## src/rtl/two_wire_map.svh

```systemverilog
// offsets, field positions, reset values, status codes and timing counts of the two-wire port
`ifndef TWO_WIRE_MAP_SVH
`define TWO_WIRE_MAP_SVH

// ----------------------------------------------------------------
// register offsets
// ----------------------------------------------------------------
`define CTRL_ADDR          2'h0
`define DATA_ADDR          2'h1
`define STATUS_ADDR        2'h2

// ----------------------------------------------------------------
// control field positions
// ----------------------------------------------------------------
`define CTRL_FLAG_BIT      7
`define CTRL_ACK_EN_BIT    6
`define CTRL_START_BIT     5
`define CTRL_STOP_BIT      4
`define CTRL_WCOL_BIT      3
`define CTRL_ENABLE_BIT    2
`define CTRL_INT_EN_BIT    0

// ----------------------------------------------------------------
// reset values
// ----------------------------------------------------------------
`define DATA_RESET         8'hff
`define PRESCALE_RESET     2'h0

// ----------------------------------------------------------------
// status codes, prescaler bits zero
// ----------------------------------------------------------------
`define ST_START_SENT      8'h08
`define ST_REP_START_SENT  8'h10
`define ST_ADDR_W_ACK      8'h18
`define ST_ADDR_W_NACK     8'h20
`define ST_DATA_TX_ACK     8'h28
`define ST_DATA_TX_NACK    8'h30
`define ST_ARB_LOST        8'h38
`define ST_ADDR_R_ACK      8'h40
`define ST_ADDR_R_NACK     8'h48
`define ST_DATA_RX_ACK     8'h50
`define ST_DATA_RX_NACK    8'h58
`define ST_NO_INFO         8'hf8
`define STATUS_MASK        8'hf8

// ----------------------------------------------------------------
// timing: a quarter of a bit period
// ----------------------------------------------------------------
`define CLK_MHZ            100
`define QUARTER_NS         2500
`define QUARTER_CYCLES     ((`QUARTER_NS * `CLK_MHZ) / 1000)

`endif

```

## src/rtl/two_wire_pkg.sv

```systemverilog
// types shared by the two-wire port modules
package two_wire_pkg;

   typedef enum logic [3:0] {
      seq_idle        = 4'h0,
      seq_wait_free   = 4'h1,
      seq_start_hold  = 4'h2,
      seq_hold        = 4'h3,
      seq_bit_low     = 4'h4,
      seq_bit_rise    = 4'h5,
      seq_bit_fall    = 4'h6,
      seq_stop_low    = 4'h7,
      seq_stop_rise   = 4'h8,
      seq_stop_end    = 4'h9,
      seq_rep_release = 4'ha,
      seq_rep_rise    = 4'hb
   } seq_state_t;

   typedef struct packed {
      logic       flag;
      logic       acknowledge_enable;
      logic       start_request;
      logic       stop_request;
      logic       write_collision;
      logic       enable;
      logic       interrupt_enable;
   } control_t;

   typedef struct packed {
      logic [1:0] addr;
      logic [7:0] wdata;
      logic       write;
      logic       read;
   } bus_req_t;

   typedef struct packed {
      logic       scl_oe;
      logic       sda_oe;
   } line_drive_t;

   typedef struct packed {
      seq_state_t  seq;
      control_t    ctrl;
      logic [7:0]  shift_data;
      logic [7:0]  shift;
      logic [3:0]  bit_idx;
      logic [7:0]  status_code;
      logic [1:0]  prescale;
      logic        sampled;
      logic        addr_phase;
      logic        is_read;
      logic        own_bus;
      logic        busy;
      logic        scl_prev;
      logic        sda_prev;
      line_drive_t drive;
      logic        drive_level;
      logic [7:0]  rdata;
   } core_state_t;

endpackage

```

## src/rtl/pin_sync.sv

```systemverilog
// three-stage synchroniser with agreement filter for one pin
`timescale 1ns/1ps
`default_nettype none

module pin_sync (
   input  wire logic clk_in,
   input  wire logic rst_n_in,
   input  wire logic raw_in,
   output var  logic clean_out
);

   typedef struct packed {
      logic s1;
      logic s2;
      logic s3;
      logic clean;
   } sync_state_t;

   sync_state_t cur;
   sync_state_t next_cur;

   // ----------------------------------------------------------------
   // first stage feeds only the second
   // ----------------------------------------------------------------
   always_comb begin
      next_cur = cur;
      next_cur.s1 = raw_in;
      next_cur.s2 = cur.s1;
      next_cur.s3 = cur.s2;
      if (cur.s2 == cur.s3) begin
         next_cur.clean = cur.s3;
      end
   end

   // idle bus level is high, so reset to one
   always_ff @(posedge clk_in or negedge rst_n_in) begin
      if (!rst_n_in) begin
         cur <= '1;
      end else begin
         cur <= next_cur;
      end
   end

   assign clean_out = cur.clean;

endmodule // pin_sync

`default_nettype wire

```

## src/rtl/bit_timer.sv

```systemverilog
// quarter-bit enable pulse divider
`timescale 1ns/1ps
`default_nettype none
`include "two_wire_map.svh"

module bit_timer (
   input  wire logic clk_in,
   input  wire logic rst_n_in,
   input  wire logic run_in,
   output var  logic tick_out
);

   typedef struct packed {
      logic [8:0] count;
      logic       tick;
   } timer_state_t;

   timer_state_t cur;
   timer_state_t next_cur;

   always_comb begin
      next_cur = cur;
      next_cur.tick = 1'b0;
      if (!run_in) begin
         next_cur.count = 9'h000;
      end else if (cur.count == 9'(`QUARTER_CYCLES - 1)) begin
         next_cur.count = 9'h000;
         next_cur.tick = 1'b1;
      end else begin
         next_cur.count = cur.count + 9'h001;
      end
   end

   always_ff @(posedge clk_in or negedge rst_n_in) begin
      if (!rst_n_in) begin
         cur <= '0;
      end else begin
         cur <= next_cur;
      end
   end

   assign tick_out = cur.tick;

endmodule // bit_timer

`default_nettype wire

```

## src/rtl/two_wire_master_transmitter.sv

```systemverilog
// two-wire port master sequencer with control, data and status registers
// What this block does
// - master transmit and receive roles; slave roles report no-info status only
// - read bit and not-acknowledge are high on data line; bytes eight bits
// - while flag is set after a start or a byte the bus is held, scl low, nothing moves
// - start first; address lsb selects master transmit or master receive
// - start is generated only once the bus is seen free
// - after start sent, flag set with status 08
// - writing one to flag clears it; zero leaves it
// - bus activity only while enable is set
// - after address with write: status 18, 20 or 38
// - data write while flag low is dropped and sets write collision
// - after each data byte and its acknowledge, flag set with status
// - stop bit clears itself after stop; start set follows with a start
// - arbitration lost: bus released at once; clear goes idle, or start again when free
// - repeated start gives status 10 and allows any new address
`timescale 1ns/1ps
`default_nettype none
`include "two_wire_map.svh"

module two_wire_master_transmitter (
   input  wire logic                   clk_in,
   input  wire logic                   rst_n_in,
   input  wire two_wire_pkg::bus_req_t reg_req_in,
   output var  logic [7:0]             rdata_out,
   input  wire logic                   scl_in,
   output var  logic                   scl_out,
   output var  logic                   scl_oe_out,
   input  wire logic                   sda_in,
   output var  logic                   sda_out,
   output var  logic                   sda_oe_out
);

   // ----------------------------------------------------------------
   // helpers
   // ----------------------------------------------------------------
   function automatic logic [7:0] status_for(input logic addr_phase,
                                             input logic is_read,
                                             input logic nack);
      logic [7:0] code;
      code = `ST_NO_INFO;
      if (addr_phase && !is_read) begin
         code = nack ? `ST_ADDR_W_NACK : `ST_ADDR_W_ACK;
      end else if (addr_phase) begin
         code = nack ? `ST_ADDR_R_NACK : `ST_ADDR_R_ACK;
      end else if (!is_read) begin
         code = nack ? `ST_DATA_TX_NACK : `ST_DATA_TX_ACK;
      end else begin
         code = nack ? `ST_DATA_RX_NACK : `ST_DATA_RX_ACK;
      end
      return code;
   endfunction

   // open drain: a one is sent by releasing, so drive only for zero
   function automatic logic drive_low(input logic [3:0] bit_idx,
                                      input logic [7:0] shift,
                                      input logic       receiving,
                                      input logic       ack_en);
      logic low;
      low = 1'b0;
      if (bit_idx < 4'h8) begin
         low = ~shift[7];
      end else if (receiving) begin
         low = ack_en;
      end
      return low;
   endfunction

   // ----------------------------------------------------------------
   // pin sampling and bit timing
   // ----------------------------------------------------------------
   logic                      scl_clean;
   logic                      sda_clean;
   logic                      tick;
   two_wire_pkg::core_state_t cur;
   two_wire_pkg::core_state_t next_cur;

   pin_sync scl_sync (
      .clk_in    (clk_in),
      .rst_n_in  (rst_n_in),
      .raw_in    (scl_in),
      .clean_out (scl_clean)
   );

   pin_sync sda_sync (
      .clk_in    (clk_in),
      .rst_n_in  (rst_n_in),
      .raw_in    (sda_in),
      .clean_out (sda_clean)
   );

   bit_timer quarter_timer (
      .clk_in   (clk_in),
      .rst_n_in (rst_n_in),
      .run_in   (cur.ctrl.enable),
      .tick_out (tick)
   );

   // ----------------------------------------------------------------
   // next-state logic
   // ----------------------------------------------------------------
   always_comb begin
      logic start_seen;
      logic stop_seen;
      logic hw_set;
      logic flag_clear;
      logic receiving;
      logic lost;
      logic ctrl_wr;
      start_seen = 1'b0;
      stop_seen = 1'b0;
      hw_set = 1'b0;
      flag_clear = 1'b0;
      receiving = 1'b0;
      lost = 1'b0;
      ctrl_wr = 1'b0;
      next_cur = cur;

      // bus monitor, also watching other masters
      next_cur.scl_prev = scl_clean;
      next_cur.sda_prev = sda_clean;
      start_seen = cur.scl_prev && scl_clean && cur.sda_prev && !sda_clean;
      stop_seen = cur.scl_prev && scl_clean && !cur.sda_prev && sda_clean;
      if (start_seen) begin
         next_cur.busy = 1'b1;
      end else if (stop_seen) begin
         next_cur.busy = 1'b0;
      end

      // register reads: data stands one cycle after the strobe
      next_cur.rdata = 8'h00;
      if (reg_req_in.read) begin
         unique case (reg_req_in.addr)
            `CTRL_ADDR: begin
               next_cur.rdata = {cur.ctrl.flag, cur.ctrl.acknowledge_enable,
                                 cur.ctrl.start_request, cur.ctrl.stop_request,
                                 cur.ctrl.write_collision, cur.ctrl.enable,
                                 1'b0, cur.ctrl.interrupt_enable};
            end
            `DATA_ADDR: begin
               next_cur.rdata = cur.shift_data;
            end
            `STATUS_ADDR: begin
               next_cur.rdata = {cur.status_code[7:3], 1'b0, cur.prescale};
            end
            default: begin
               next_cur.rdata = 8'h00;
            end
         endcase
      end

      // register writes
      ctrl_wr = reg_req_in.write && (reg_req_in.addr == `CTRL_ADDR);
      if (ctrl_wr) begin
         next_cur.ctrl.acknowledge_enable = reg_req_in.wdata[`CTRL_ACK_EN_BIT];
         next_cur.ctrl.start_request = reg_req_in.wdata[`CTRL_START_BIT];
         next_cur.ctrl.stop_request = reg_req_in.wdata[`CTRL_STOP_BIT];
         next_cur.ctrl.enable = reg_req_in.wdata[`CTRL_ENABLE_BIT];
         next_cur.ctrl.interrupt_enable = reg_req_in.wdata[`CTRL_INT_EN_BIT];
         flag_clear = reg_req_in.wdata[`CTRL_FLAG_BIT];
      end
      if (reg_req_in.write && (reg_req_in.addr == `DATA_ADDR)) begin
         if (cur.ctrl.flag) begin
            next_cur.shift_data = reg_req_in.wdata;
            next_cur.ctrl.write_collision = 1'b0;
         end else begin
            next_cur.ctrl.write_collision = 1'b1;
         end
      end
      if (reg_req_in.write && (reg_req_in.addr == `STATUS_ADDR)) begin
         next_cur.prescale = reg_req_in.wdata[1:0];
      end

      receiving = cur.is_read && !cur.addr_phase;

      // ----------------------------------------------------------------
      // bus sequencer
      // ----------------------------------------------------------------
      unique case (cur.seq)
         two_wire_pkg::seq_idle: begin
            if (!cur.ctrl.flag && cur.ctrl.start_request) begin
               next_cur.seq = two_wire_pkg::seq_wait_free;
            end
         end
         two_wire_pkg::seq_wait_free: begin
            // a restart owns the bus already, so busy does not block it
            if (tick && (!cur.busy || cur.own_bus) && scl_clean && sda_clean) begin
               next_cur.drive.sda_oe = 1'b1;
               next_cur.seq = two_wire_pkg::seq_start_hold;
            end
         end
         two_wire_pkg::seq_start_hold: begin
            if (tick) begin
               next_cur.drive.scl_oe = 1'b1;
               next_cur.own_bus = 1'b1;
               next_cur.addr_phase = 1'b1;
               next_cur.status_code = cur.own_bus ? `ST_REP_START_SENT : `ST_START_SENT;
               hw_set = 1'b1;
               next_cur.seq = two_wire_pkg::seq_hold;
            end
         end
         two_wire_pkg::seq_hold: begin
            // after a start or a byte, scl stays low while the flag is up
            if (!cur.ctrl.flag) begin
               if (!cur.own_bus) begin
                  next_cur.seq = cur.ctrl.start_request ? two_wire_pkg::seq_wait_free
                                                        : two_wire_pkg::seq_idle;
               end else if (cur.ctrl.stop_request) begin
                  next_cur.seq = two_wire_pkg::seq_stop_low;
               end else if (cur.ctrl.start_request) begin
                  next_cur.seq = two_wire_pkg::seq_rep_release;
               end else begin
                  next_cur.shift = receiving ? 8'hff : cur.shift_data;
                  if (cur.addr_phase) begin
                     next_cur.is_read = cur.shift_data[0];
                  end
                  next_cur.bit_idx = 4'h0;
                  next_cur.seq = two_wire_pkg::seq_bit_low;
               end
            end
         end
         two_wire_pkg::seq_bit_low: begin
            if (tick) begin
               next_cur.drive.sda_oe = drive_low(cur.bit_idx, cur.shift, receiving,
                                                 cur.ctrl.acknowledge_enable);
               next_cur.seq = two_wire_pkg::seq_bit_rise;
            end
         end
         two_wire_pkg::seq_bit_rise: begin
            // data settles a quarter before scl is let go, so no false start or stop
            // waiting for scl high honours clock stretching by the slave
            if (tick && cur.drive.scl_oe) begin
               next_cur.drive.scl_oe = 1'b0;
            end else if (tick && scl_clean) begin
               next_cur.sampled = sda_clean;
               lost = !receiving && (cur.bit_idx < 4'h8) && !cur.drive.sda_oe && !sda_clean;
               if (lost) begin
                  next_cur.drive.scl_oe = 1'b0;
                  next_cur.drive.sda_oe = 1'b0;
                  next_cur.own_bus = 1'b0;
                  next_cur.status_code = `ST_ARB_LOST;
                  hw_set = 1'b1;
                  next_cur.seq = two_wire_pkg::seq_hold;
               end else begin
                  next_cur.seq = two_wire_pkg::seq_bit_fall;
               end
            end
         end
         two_wire_pkg::seq_bit_fall: begin
            if (tick) begin
               next_cur.drive.scl_oe = 1'b1;
               next_cur.shift = {cur.shift[6:0], cur.sampled};
               if ((cur.bit_idx == 4'h7) && receiving) begin
                  next_cur.shift_data = {cur.shift[6:0], cur.sampled};
               end
               if (cur.bit_idx == 4'h8) begin
                  next_cur.status_code = status_for(cur.addr_phase, cur.is_read,
                                                    cur.sampled);
                  next_cur.addr_phase = 1'b0;
                  hw_set = 1'b1;
                  next_cur.seq = two_wire_pkg::seq_hold;
               end else begin
                  next_cur.bit_idx = cur.bit_idx + 4'h1;
                  next_cur.seq = two_wire_pkg::seq_bit_low;
               end
            end
         end
         two_wire_pkg::seq_stop_low: begin
            if (tick) begin
               next_cur.drive.sda_oe = 1'b1;
               next_cur.seq = two_wire_pkg::seq_stop_rise;
            end
         end
         two_wire_pkg::seq_stop_rise: begin
            if (tick) begin
               next_cur.drive.scl_oe = 1'b0;
               next_cur.seq = two_wire_pkg::seq_stop_end;
            end
         end
         two_wire_pkg::seq_stop_end: begin
            if (tick && scl_clean) begin
               next_cur.drive.sda_oe = 1'b0;
               next_cur.ctrl.stop_request = 1'b0;
               next_cur.own_bus = 1'b0;
               next_cur.status_code = `ST_NO_INFO;
               next_cur.seq = cur.ctrl.start_request ? two_wire_pkg::seq_wait_free
                                                     : two_wire_pkg::seq_idle;
            end
         end
         two_wire_pkg::seq_rep_release: begin
            if (tick) begin
               next_cur.drive.sda_oe = 1'b0;
               next_cur.seq = two_wire_pkg::seq_rep_rise;
            end
         end
         two_wire_pkg::seq_rep_rise: begin
            if (tick) begin
               next_cur.drive.scl_oe = 1'b0;
               next_cur.seq = two_wire_pkg::seq_wait_free;
            end
         end
         default: begin
            next_cur.seq = two_wire_pkg::seq_idle;
         end
      endcase

      // set wins over a clear in the same cycle
      next_cur.ctrl.flag = (cur.ctrl.flag && !flag_clear) || hw_set;

      // disabling drops the bus at once, mid-byte or not
      if (!cur.ctrl.enable) begin
         next_cur.seq = two_wire_pkg::seq_idle;
         next_cur.drive = '0;
         next_cur.own_bus = 1'b0;
         next_cur.busy = 1'b0;
         next_cur.addr_phase = 1'b0;
         next_cur.ctrl.flag = cur.ctrl.flag && !flag_clear;
      end

      // slave roles are not built; the port never answers an address
      next_cur.drive_level = 1'b0;
   end

   // ----------------------------------------------------------------
   // state register
   // ----------------------------------------------------------------
   always_ff @(posedge clk_in or negedge rst_n_in) begin
      if (!rst_n_in) begin
         cur <= '0;
         cur.seq <= two_wire_pkg::seq_idle;
         cur.shift_data <= `DATA_RESET;
         cur.status_code <= `ST_NO_INFO;
         cur.prescale <= `PRESCALE_RESET;
         cur.scl_prev <= 1'b1;
         cur.sda_prev <= 1'b1;
      end else begin
         cur <= next_cur;
      end
   end

   // ----------------------------------------------------------------
   // outputs
   // ----------------------------------------------------------------
   assign rdata_out = cur.rdata;
   assign scl_out = cur.drive_level;
   assign sda_out = cur.drive_level;
   assign scl_oe_out = cur.drive.scl_oe;
   assign sda_oe_out = cur.drive.sda_oe;

endmodule // two_wire_master_transmitter

`default_nettype wire

```

## config.mk

```make
export PLATFORM = sky130hd
export DESIGN_NAME = two_wire_master_transmitter
export DESIGN_NICKNAME = d
export VERILOG_FILES = /design/src/rtl/two_wire_pkg.sv /design/src/rtl/pin_sync.sv /design/src/rtl/bit_timer.sv /design/src/rtl/two_wire_master_transmitter.sv
export VERILOG_INCLUDE_DIRS = /design/src /design/src/rtl
export SDC_FILE = /design/constraint.sdc
export NUM_CORES = 1
export LEC_CHECK = 0
export BUFFER_PORTS_ARGS = -buffer_cell sky130_fd_sc_hd__buf_2
export CAP_MARGIN = 10
export CORE_ASPECT_RATIO = 0.75
export CORE_MARGIN = 10
export CORE_UTILIZATION = 60
export CTS_CLUSTER_SIZE = 28
export DETAILED_ROUTE_END_ITERATION = 16
export PLACE_DENSITY = 0.89
export SYNTH_ARGS = -nofsm -noshare
export SYNTH_HDL_FRONTEND = slang
export SYNTH_SLANG_ARGS = --single-unit
```

## constraint.sdc

```tcl
create_clock -name clk_in -period 2.27 [get_ports clk_in]
set_clock_uncertainty 0.05 [all_clocks]
set_input_delay 0 -clock clk_in [delete_from_list [all_inputs] [get_ports clk_in]]
set_output_delay 0 -clock clk_in [all_outputs]
set_load 0.01 [all_outputs]
```

==> out/metrics.csv <==
metric,value,unit
Core Area,6350,um2
final global-route overflow total,0,
WL/cell,18.6,um
GP Congestion,0.908,
"Reg clk slew, reported paths",0.07,ns
fin. max-slew vios,0,
total of max-cap violations,0,
PwrDens,808,nW/um2
startpoint types,register,
DP HPWL,7000,um
CP endpoint kind,register,
Comb pwr share,23.0,%
area of the die,10300,um2
via count,3278,
DRC viols,0,
top cell type's share of synthesized area,31.7,%
Seq pwr share,46.3,%
total negative slack,0,ns
ANT cells,0,
layout cell share with drive strength beyond 1,26.7,%
Clock Sinks,73,
total CTS buffers,9,
final hold violation count,0,
Initial DRC Count,310,
Post-synth EDFFs,0,
CP Class,register to register,
Top Ports,28,
Layout Nets,466,
Seq. cell area,1860,um2
synthesis-stage register bit count,73,
initial antenna violation count,0,
top_reg_cell synth,dfrtp_1,
root buf cell,clkbuf_8,
Int Power,2.55,mW
initial cell density of the core,62.2,%
Place WS,0.103,ns
# fillers,446,
Slew headroom,55.0,%
outcome,"complete, no violations",
Worst Max-Slew Pin Slew,0.672,ns
H-tree Lvls,3,
Pre-antenna DRT Iters,5,
Critical Path RT,2.51,ns
critical path arrival,2.39,ns
Netlist cell types,60,
largest area contributor in the netlist,dfrtp_1,
fin worst setup slack,0.117,ns
"FFs w/ async S/R, synth",100,%
# port buffers,25,
final wirelength,9880,um
Syn Area/Cell,9.88,um2
CTS tree,done,
"commonest non-fill, non-tap cell in the layout",dfrtp_1,
Max Freq,465,MHz
die width,114,um
Antenna Violating Nets Remaining,0,
Total GRT Usage,20.0,%
Pleak,2.05,nW
sequential fraction of the synthesis area,47.0,%
"non-filler cells, final",531,
Synth warnings,0,
Inst Count DP,500,
Max VDD drop,482,uV
Row Count,25,
Die H,90.3,um
HP Class,primary input to asynchronous set/reset pin,
dominant cells by area after synthesis,"dfrtp_1 (32%), dfstp_2 (15%), mux2_2 (6.3%)",
Tcrit/Tclk final,94.8,%
synthesis-to-layout area growth,15.2,%
number of setup violations in the final report,0,
crit path max fanout,10,
RSZ-0062 raised after global routing,no,
"Cell Area, Synth",3950,um2
Final Util,71.7,%
Final Critical Period,2.15,ns
Post-Synthesis Cells,400,
area of the multi-input gates,1880,um2
most frequent cells in the layout,"dfrtp_1 (49), nand2_1 (37), nor2_1 (30)",
vias in the first global route,3337,
sw frac,30.7,%
clock buffer depth,2,
P_sw,1.13,mW
later-pin clock latency in the skew report,0.35,ns
pin count of the biggest net entering global routing,31,
first-pass GRT wire length,16700,um
clock share of power,30.7,%
vias per cell,6.17,
## repair_timing
action                                  4_1_cts  5_1_grt
hold endpoints to repair                     80        0
endpoints found under the setup margin        0       19
setup buffers                                 0        0
resized for setup                             0        1
hold buffers                                 15        0
## power by group through the flow
stage / combinational, mW / sequential [mW] / clock, mW
3_5_place_dp: 0.804 / 1.71 / 0
6_report: 0.845 / 1.70 / 1.13
5_1_grt: 0.935 / 1.73 / 1.21
2_1_floorplan: 0.631 / 1.62 / 0
3_3_place_gp: 0.786 / 1.70 / 0
4_1_cts: 0.834 / 1.69 / 1.15
## area by class of cell
cell class	count	share of cell area, %
Inverter	13	1.07
Clock inverter	5	1.73
Timing Repair Buffer	63	9.84
Tap cell	81	2.23
Multi-Input combinational cell	285	41.2
Clock buffer	11	3.11
Sequential cell	73	40.8
## state kept, by name, indices dropped and copies added (netlist names)
name                    cells
sda_sync.cur                3
scl_sync.cur                3
quarter_timer.tick_out      1
rdata_out                   8
cur                        45
scl_sync.clean_out          1
scl_oe_out                  1
quarter_timer.cur           9
sda_oe_out                  1
sda_sync.clean_out          1
## metal layers
metal	vias to the layer above	GRT usage, %	routed length [um]	part of all wire (%)
li1	1493	-	-	-
met1	1577	25.8	4190	42
met2	177	29.5	4530	46
met3	31	7.10	931	9.4
met4	0	8.44	227	2.3
met5	-	0	0	0
## cell usage after synthesis, types with 9 or more instances
cell type  instances
a21oi_1           29
o21ai_0           22
mux2i_1           17
inv_1             12
buf_2              9
buf_4             13
nand2_1           37
mux2_2            22
nor2_1            30
nor3_1            16
dfstp_2           23
dfrtp_1           50
## worst max-delay path: stages, from the launching register on
cell      delay [ns]
dfrtp_1         0.49
buf_4           0.20
nand3b_1        0.26
o21ai_0         0.16
a21o_1          0.22
nor3_4          0.32
mux2_2          0.38
## stage by stage
stage	power [mW]	instance area, um2	hold slack [ns]
final	3.68	4550	0.0374
after global routing	3.87	4550	0.0466
after CTS	3.67	4550	0.0337
after detailed placement	2.52	4180	-0.116
after global placement	2.49	4180	-0.122
after floorplan	2.25	3960	-0.346
## final timing paths
check / start / slack [ns] / end / depth (start not counted)
worst max-delay path: cur[55] / 0.12 / cur[23] / 6
worst min-delay path: rst_n_in / 0.04 / cur[37] / 2
worst max register to register: cur[55] / 0.12 / cur[23] / 6
worst min register to register: scl_sync.cur[3] / 0.31 / scl_sync.cur[2] / 0
max in group asynchronous: rst_n_in / 1.39 / cur[27] / 3
min in group clk_in: reg_req_in[10] / 0.08 / rdata_out[2] / 3
## cells by family (layout without fill, tap and decap cells)
kind of cell | count (synthesis) | count (layout) | synth area share (%)
compound gates | 93 | 93 | 14.9
xor+xnor | 7 | 7 | 1.55
mux | 40 | 40 | 10.9
fa+ha+maj | 7 | 7 | 2.09
buf+inv | 43 | 92 | 5.60
simple gates | 136 | 136 | 17.9
flops | 73 | 73 | 47.0
other cells | 1 | 2 | 0.0949
No activity file was read; power rests on OpenSTA's default activity.
